--- config.mk ---
export PLATFORM = sky130hd
export DESIGN_NAME = cnrxp_top
export DESIGN_NICKNAME = d
export VERILOG_FILES = /design/src/logic/cnrxp_pkg.sv /design/src/logic/cnrxp_buf_if.sv /design/src/logic/cnrxp_id_store.sv /design/src/logic/cnrxp_top.sv
export VERILOG_INCLUDE_DIRS = /design/src /design/src/logic
export SDC_FILE = /design/constraint.sdc
export NUM_CORES = 1
export LEC_CHECK = 0
export ABC_AREA = 1
export BUFFER_PORTS_ARGS = -buffer_cell sky130_fd_sc_hd__buf_2
export CORE_MARGIN = 4
export CORE_UTILIZATION = 54
export CTS_CLUSTER_SIZE = 10
export DETAILED_ROUTE_END_ITERATION = 12
export PLACE_DENSITY = 0.84
export SETUP_SLACK_MARGIN = 0.05
export SYNTH_ARGS = -nofsm -noshare
export SYNTH_HDL_FRONTEND = slang
export SYNTH_SLANG_ARGS = --single-unit
export TNS_END_PERCENT = 50
--- constraint.sdc ---
create_clock -name clk_sys -period 1.9 [get_ports clk_sys]
set_clock_uncertainty 0.15 [all_clocks]
set_input_delay 0.19 -clock clk_sys [delete_from_list [all_inputs] [get_ports clk_sys]]
set_output_delay 0.19 -clock clk_sys [all_outputs]
set_load 0.02 [all_outputs]
--- src/logic/cnrxp_defines.svh ---
// register offsets, field positions and reset values of the receive pin and identifier block
`ifndef CNRXP_DEFINES_SVH
`define CNRXP_DEFINES_SVH

// ************************************************************
// register offsets
// ************************************************************
`define CNRXP_ADDR_PIN_CTRL     8'h0c
`define CNRXP_ADDR_RX0_STD_HI   8'h61
`define CNRXP_ADDR_RX0_STD_LO   8'h62
`define CNRXP_ADDR_RX0_EXT_HI   8'h63
`define CNRXP_ADDR_RX1_STD_HI   8'h71
`define CNRXP_ADDR_RX1_STD_LO   8'h72
`define CNRXP_ADDR_RX1_EXT_HI   8'h73
`define CNRXP_ADDR_IRQ_STATUS   8'h0e
`define CNRXP_ADDR_IRQ_MASK     8'h0f

// ************************************************************
// pin control fields
// ************************************************************
`define CNRXP_PC_B0_MODE        0
`define CNRXP_PC_B1_MODE        1
`define CNRXP_PC_B0_EN          2
`define CNRXP_PC_B1_EN          3
`define CNRXP_PC_B0_LEVEL       4
`define CNRXP_PC_B1_LEVEL       5
`define CNRXP_PC_WMASK          8'h3f
`define CNRXP_PC_RESET          8'h00

// ************************************************************
// identifier low fields
// ************************************************************
`define CNRXP_STDLO_ID_LSB      5
`define CNRXP_STDLO_REMOTE      4
`define CNRXP_STDLO_EXT_FLAG    3
`define CNRXP_STDLO_EXT_LSB     0

// ************************************************************
// interrupt status bits
// ************************************************************
`define CNRXP_IRQ_BUF0          0
`define CNRXP_IRQ_BUF1          1
`define CNRXP_IRQ_WMASK         8'h03
`define CNRXP_IRQ_RESET         8'h00

`endif

--- src/logic/cnrxp_pkg.sv ---
// types shared by the receive pin and identifier block
`default_nettype none
package cnrxp_pkg;

  typedef struct packed {
    logic [10:0] std_id;
    logic        std_rtr;
    logic        ext_frame;
    logic [17:0] ext_id;
  } cnrxp_msg_type;

  typedef struct packed {
    logic [7:0] std_id_high;
    logic [7:0] std_id_low;
    logic [7:0] ext_id_high;
  } cnrxp_idregs_type;

endpackage
`default_nettype wire

--- src/logic/cnrxp_buf_if.sv ---
// carrier between the top and one receive buffer identifier store
`timescale 1ns/100ps
`default_nettype none
interface cnrxp_buf_if;
  logic                      load;
  cnrxp_pkg::cnrxp_msg_type  msg;
  cnrxp_pkg::cnrxp_idregs_type regs;

  modport ctrl (output load, output msg, input regs);
  modport store (input load, input msg, output regs);
endinterface
`default_nettype wire

--- src/logic/cnrxp_id_store.sv ---
// identifier registers of one receive buffer
`timescale 1ns/100ps
`default_nettype none
`include "cnrxp_defines.svh"
module cnrxp_id_store (
  input  wire logic   clk_sys,
  cnrxp_buf_if.store  bus
);

  typedef struct packed {
    cnrxp_pkg::cnrxp_idregs_type regs;
  } cnrxp_store_type;

  cnrxp_store_type state_reg;
  cnrxp_store_type state_next;

  // no reset: contents are undefined until the first message lands
  always_comb begin
    state_next = state_reg;
    if (bus.load) begin
      state_next.regs.std_id_high = bus.msg.std_id[10:3];
      state_next.regs.std_id_low  = 8'h00;
      state_next.regs.std_id_low[`CNRXP_STDLO_ID_LSB +: 3] = bus.msg.std_id[2:0];
      state_next.regs.std_id_low[`CNRXP_STDLO_REMOTE] = bus.msg.std_rtr & ~bus.msg.ext_frame;
      state_next.regs.std_id_low[`CNRXP_STDLO_EXT_FLAG] = bus.msg.ext_frame;
      state_next.regs.std_id_low[`CNRXP_STDLO_EXT_LSB +: 2] = bus.msg.ext_id[17:16];
      state_next.regs.ext_id_high = bus.msg.ext_id[15:8];
    end
  end

  always_ff @(posedge clk_sys) begin
    state_reg <= state_next;
  end

  assign bus.regs = state_reg.regs;

endmodule // cnrxp_id_store
`default_nettype wire

--- src/logic/cnrxp_top.sv ---
// receive buffer full pins, identifier registers and interrupt logic
//
// Strobed register access was left to the implementer.
`timescale 1ns/100ps
`default_nettype none
`include "cnrxp_defines.svh"

// Behaviour
// pin level bit drives pin in output mode; reads zero in interrupt mode.
// enable clear puts the pin in high impedance; set lets mode act.
// mode one gives interrupt on buffer load; mode zero gives digital output.
// separate read-only identifier registers per buffer at 61h-63h and 71h-73h.
// identifier high holds standard identifier bits ten to three.
// identifier low bits seven to five hold standard bits two to zero; bit two zero.
// identifier low bit four flags a standard remote request frame.
// identifier low bit three flags an extended frame.
// identifier low bits one and zero hold extended bits seventeen and sixteen.
// extended high register holds extended bits fifteen to eight.
// identifier registers update when an accepted message loads the buffer.
module cnrxp_top (
  input  wire logic                     clk_sys,
  input  wire logic                     sys_rst,
  input  wire logic [7:0]               reg_addr,
  input  wire logic [7:0]               reg_wdata,
  input  wire logic                     reg_wr,
  input  wire logic                     reg_rd,
  output var  logic [7:0]               reg_rdata,
  input  wire logic                     buf0_load,
  input  wire cnrxp_pkg::cnrxp_msg_type buf0_msg,
  input  wire logic                     buf1_load,
  input  wire cnrxp_pkg::cnrxp_msg_type buf1_msg,
  input  wire logic                     buf0_irq_clear,
  input  wire logic                     buf1_irq_clear,
  output var  logic                     buf0_full_pin_o,
  output var  logic                     buf0_full_pin_oe_n,
  output var  logic                     buf1_full_pin_o,
  output var  logic                     buf1_full_pin_oe_n,
  output var  logic                     irq
);

  // ************************************************************
  // state
  // ************************************************************
  typedef struct packed {
    logic [7:0] pin_ctrl;
    logic [1:0] pin_flag;
    logic [7:0] irq_status;
    logic [7:0] irq_mask;
    logic [7:0] rdata;
    logic       pin0_o;
    logic       pin0_oe_n;
    logic       pin1_o;
    logic       pin1_oe_n;
    logic       irq;
  } cnrxp_state_type;

  cnrxp_state_type state_reg;
  cnrxp_state_type state_next;

  cnrxp_buf_if buf0_if ();
  cnrxp_buf_if buf1_if ();

  assign buf0_if.load = buf0_load;
  assign buf0_if.msg  = buf0_msg;
  assign buf1_if.load = buf1_load;
  assign buf1_if.msg  = buf1_msg;

  // ************************************************************
  // identifier stores, one per buffer
  // ************************************************************
  cnrxp_id_store u_store0 (
    .clk_sys (clk_sys),
    .bus     (buf0_if.store)
  );

  cnrxp_id_store u_store1 (
    .clk_sys (clk_sys),
    .bus     (buf1_if.store)
  );

  // ************************************************************
  // helpers
  // ************************************************************
  // pin control as software sees it: level bits masked in interrupt mode
  function automatic logic [7:0] pc_view(input logic [7:0] pc);
    logic [7:0] v;
    v = pc;
    if (pc[`CNRXP_PC_B0_MODE]) begin
      v[`CNRXP_PC_B0_LEVEL] = 1'b0;
    end
    if (pc[`CNRXP_PC_B1_MODE]) begin
      v[`CNRXP_PC_B1_LEVEL] = 1'b0;
    end
    return v;
  endfunction

  // pin drive: returns {oe_n, level}; the pin is active low in interrupt mode
  function automatic logic [1:0] pin_drive(input logic en, input logic mode,
                                           input logic lvl, input logic flag);
    logic [1:0] d;
    d = 2'b10;
    if (!en) begin
      d = 2'b10;
    end else if (mode) begin
      d = {1'b0, ~flag};
    end else begin
      d = {1'b0, lvl};
    end
    return d;
  endfunction

  // ************************************************************
  // next state
  // ************************************************************
  always_comb begin
    logic [1:0] d0;
    logic [1:0] d1;
    logic [1:0] ev;
    logic [7:0] w1c;
    d0  = 2'b00;
    d1  = 2'b00;
    ev  = 2'b00;
    w1c = 8'h00;
    state_next = state_reg;
    state_next.rdata = 8'h00;

    ev[`CNRXP_IRQ_BUF0] = buf0_load;
    ev[`CNRXP_IRQ_BUF1] = buf1_load;

    if (reg_wr) begin
      unique case (reg_addr)
        `CNRXP_ADDR_PIN_CTRL: begin
          state_next.pin_ctrl = reg_wdata & `CNRXP_PC_WMASK;
        end
        `CNRXP_ADDR_IRQ_MASK: begin
          state_next.irq_mask = reg_wdata & `CNRXP_IRQ_WMASK;
        end
        `CNRXP_ADDR_IRQ_STATUS: begin
          w1c = reg_wdata & `CNRXP_IRQ_WMASK;
        end
        default: begin
          // identifier registers are read-only; other writes are ignored
        end
      endcase
    end

    // set wins over a clear in the same cycle
    state_next.irq_status = (state_reg.irq_status & ~w1c) | {6'h00, ev};

    // buffer-full flag behind each interrupt-mode pin; the host frees the
    // buffer with the clear strobe, a new load in that cycle wins
    state_next.pin_flag[0] = buf0_load | (state_reg.pin_flag[0] & ~buf0_irq_clear);
    state_next.pin_flag[1] = buf1_load | (state_reg.pin_flag[1] & ~buf1_irq_clear);

    if (reg_rd) begin
      unique case (reg_addr)
        `CNRXP_ADDR_PIN_CTRL:   state_next.rdata = pc_view(state_reg.pin_ctrl);
        `CNRXP_ADDR_RX0_STD_HI: state_next.rdata = buf0_if.regs.std_id_high;
        `CNRXP_ADDR_RX0_STD_LO: state_next.rdata = buf0_if.regs.std_id_low;
        `CNRXP_ADDR_RX0_EXT_HI: state_next.rdata = buf0_if.regs.ext_id_high;
        `CNRXP_ADDR_RX1_STD_HI: state_next.rdata = buf1_if.regs.std_id_high;
        `CNRXP_ADDR_RX1_STD_LO: state_next.rdata = buf1_if.regs.std_id_low;
        `CNRXP_ADDR_RX1_EXT_HI: state_next.rdata = buf1_if.regs.ext_id_high;
        `CNRXP_ADDR_IRQ_STATUS: state_next.rdata = state_reg.irq_status;
        `CNRXP_ADDR_IRQ_MASK:   state_next.rdata = state_reg.irq_mask;
        default:                state_next.rdata = 8'h00;
      endcase
    end

    d0 = pin_drive(state_next.pin_ctrl[`CNRXP_PC_B0_EN], state_next.pin_ctrl[`CNRXP_PC_B0_MODE],
                   state_next.pin_ctrl[`CNRXP_PC_B0_LEVEL], state_next.pin_flag[0]);
    d1 = pin_drive(state_next.pin_ctrl[`CNRXP_PC_B1_EN], state_next.pin_ctrl[`CNRXP_PC_B1_MODE],
                   state_next.pin_ctrl[`CNRXP_PC_B1_LEVEL], state_next.pin_flag[1]);
    state_next.pin0_oe_n = d0[1];
    state_next.pin0_o    = d0[0];
    state_next.pin1_oe_n = d1[1];
    state_next.pin1_o    = d1[0];

    state_next.irq = |(state_next.irq_status & state_next.irq_mask);

    if (sys_rst) begin
      state_next            = '0;
      state_next.pin_ctrl   = `CNRXP_PC_RESET;
      state_next.irq_status = `CNRXP_IRQ_RESET;
      state_next.irq_mask   = `CNRXP_IRQ_RESET;
      state_next.pin0_oe_n  = 1'b1;
      state_next.pin1_oe_n  = 1'b1;
    end
  end

  always_ff @(posedge clk_sys) begin
    state_reg <= state_next;
  end

  // ************************************************************
  // outputs
  // ************************************************************
  assign reg_rdata          = state_reg.rdata;
  assign buf0_full_pin_o    = state_reg.pin0_o;
  assign buf0_full_pin_oe_n = state_reg.pin0_oe_n;
  assign buf1_full_pin_o    = state_reg.pin1_o;
  assign buf1_full_pin_oe_n = state_reg.pin1_oe_n;
  assign irq                = state_reg.irq;

endmodule // cnrxp_top
`default_nettype wire

==> out/results.tsv <==
stage	metric	value	unit
synth	synth_top_cell_area_share	44.3	%
critical_path	r2r_cells	6	
clock_network	htree_levels	3	
hold_path	hp-class	in2reg	
floorplanning	ios	99	
sta	setup_violations	0	
pwr	switching_share	25.3	%
placed_design	hpwlAfterDp	4.71	mm
sta	fin_crit_sh	78.6	%
critical_path	start_kind	input port	
finish	design_area	4190	um^2
critical_path	timing.rr.start	state_reg[36]$_SDFF_PP0_	
sta	fin_tns_setup	0	ps
sta	rsz0062_at_grt	no	
global_routing	grt_use_total	23.2	%
critical_path	required	2030	ps
route	routedWlPerCell	14.9	um
finish	post-route-util	75.7	%
finish	final_nets	542	
finish	layout_common_cells	buf_2, nand2_1, nand3_1, dlygate4sd3_1, edfxtp_1	
pwr	clkPwrFrac	36.0	%
global_routing	overflow	0	
pwr	p_seq_share	55.4	%
route	viasPerCell	5.01	
critical_path	cp-end-kind	flip-flop	
synth	yosys_warnings	0	
sta	slew_violations	0	
global_routing	grt_pass1_wl	12.7	mm
clock_network	cts_tree	done	
floorplanning	core	5540	um^2
synth	syn_inst	328	
hold_path	whs_path_depth	4	
floorplanning	die_w	84.0	um
route	routed_wl	7.97	mm
global_routing	antenna_found_initial	1	
clock_network	cts_made_buffers	9	
pwr	total_power	3.17	mW
placed_design	placed_cell_area	3510	um^2
clock_network	insertion_delay	360	ps
clock_network	clk_pin_slew	80	ps
critical_path	arrival	1620	ps
global_routing	grt_max_degree	26	
critical_path	crit_type	in2reg	
pwr	p_int	2.37	mW
synth	ys_seq_area_share	60.4	%
route	drtPass1Iterations	6	
clock_network	post-cts-setup-buffers	0	
route	drtIter0Drc	192	
synth	yosysTopAreaCell	edfxtp_1	
finish	final_common_cell	buf_2	
pwr	p_per_area	757	nW/um^2
clock_network	clockBufferDepth	2	
synth	synthDistinctLibCells	20	
hold_path	min-delay-start	buf0_irq_clear	
floorplanning	rows	27	
route	drc_errors	0	
global_routing	grt_pass1_vias	2726	
sta	slew_headroom	59.4	%
sta	worstMarginPinSlew	609	ps
pwr	ir_worst_vdd	0.000621	V
placed_design	port_buffers	80	
synth	netlist_area	3120	um^2
finish	syn2layout_area_growth	34.5	%
sta	hold_viol	0	
floorplanning	initial_core_util	56.3	%
status	outcome	finished clean	
flow_run	max-cap-violations	0	
pwr	p_leak	1.91	nW
pwr	net-switching-power	804	uW
finish	drive_above_1_share	27.1	%
placed_design	gp_congestion	0.848	
floorplanning	die_h	84.0	um
clock_network	clockRootBuffer	clkbuf_8	
route	vias	2673	
finish	fill_cells	373	
floorplanning	dieArea	7050	um^2
sta	min_period	1490	ps
clock_network	clkSinkCount	71	
critical_path	r2r_slack	830	ps
critical_path	path_max_fanout	9	
route	ant_nets	0	
synth	syn_area_per_cell	9.50	um^2
synth	syn-num-nets	414	
synth	synth.area.top_cells	edfxtp_1, dfxtp_1, nand2_1, nand3_1, nor2_1	
critical_path	r2r_end	reg_rdata[5]$_SDFF_PP0_	
sta	fmax	670	MHz
pwr	combPwrFrac	8.6	%
synth	ys_seq_elements	71	
hold_path	worstHoldEndpoint	state_reg[29]$_SDFF_PP0_	
## power groups by stage
| stage | Clock, mW | Combinational [mW] | Sequential [mW] |
|---|---|---|---|
| finish | 1.14 | 0.272 | 1.76 |
| global route | 1.21 | 0.297 | 1.77 |
| CTS | 1.13 | 0.260 | 1.76 |
| detailed placement | 0 | 0.185 | 1.79 |
| global placement | 0 | 0.180 | 1.79 |
| floorplan | 0 | 0.0783 | 1.79 |
## worst max-delay path: stages
cell and delay, ps:
dlygate4sd3_1 530, buf_2 190, inv_1 170, nand2_1 190, inv_1 150, nand2_1 90, nor2_1 100
## cells in the mapped netlist
cell / n
nor2_1: 36
buf_4: 9
nand3_1: 49
inv_1: 34
nand2_1: 75
dfxtp_1: 25
buf_6: 3
nor2_8: 1
o21ai_0: 4
a21oi_1: 12
and2_2: 1
edfxtp_1: 46
nor2_2: 2
o21ai_1: 1
nand2_2: 9
inv_2: 4
nor2_4: 9
buf_2: 3
nand4_1: 3
and2_1: 2
## layer usage
layer	wire (um)	part of all wire [%]	up-vias	track usage, %
li1	-	-	1313	-
met1	2930	37	1202	26.1
met2	4110	52	133	40.3
met3	687	8.6	25	6.71
met4	244	3.1	0	11.1
met5	0	0	-	0
## stage by stage
stage               setup WS [ps]  cells  hold slack, ps
floorplan                     709    328             139
detailed placement            299    468             218
global placement              348    468             217
CTS                           454    532            6.06
global route                  338    534            60.4
finish                        407    534            11.0
## repair_timing
item                      4_1_cts  5_1_grt
gates resized for setup         0        0
hold buffers                   48        1
hold endpoints to repair       54        1
## how the worst max path moves through the flow
| stage | startpoint | to | slack (ps) | depth (start not counted) |
|---|---|---|---|---|
| detailed placement | reg_addr[3] | reg_rdata[6]$_SDFF_PP0_ | 300 | 10 |
| finish | sys_rst | reg_rdata[2]$_SDFF_PP0_ | 410 | 7 |
| CTS | sys_rst | reg_rdata[2]$_SDFF_PP0_ | 450 | 7 |
| global route | sys_rst | reg_rdata[5]$_SDFF_PP0_ | 340 | 7 |
| global placement | reg_addr[3] | reg_rdata[5]$_SDFF_PP0_ | 350 | 10 |
| floorplan | reg_addr[4] | irq$_SDFF_PP0_ | 710 | 9 |
## kinds of logic (layout without fill, tap and decap cells)
group | after synthesis | in the layout | share of synthesized area [%]
simple gates | 187 | 187 | 28.6
flops | 71 | 71 | 60.4
buf+inv | 53 | 186 | 8.31
compound gates | 17 | 17 | 2.73
other cells | 0 | 1 | 0
## cell type report
class	count	area, um^2	area share, %
diodes	1	2.50	0.0597
repair buffers	132	913	21.8
multi-input cells	204	976	23.3
clock inverters	7	61.3	1.46
clock buffers	9	124	2.96
well taps	72	90.1	2.15
flip-flops and latches	71	1880	44.9
inverters	38	143	3.40
(Power assumes the default switching activity.)
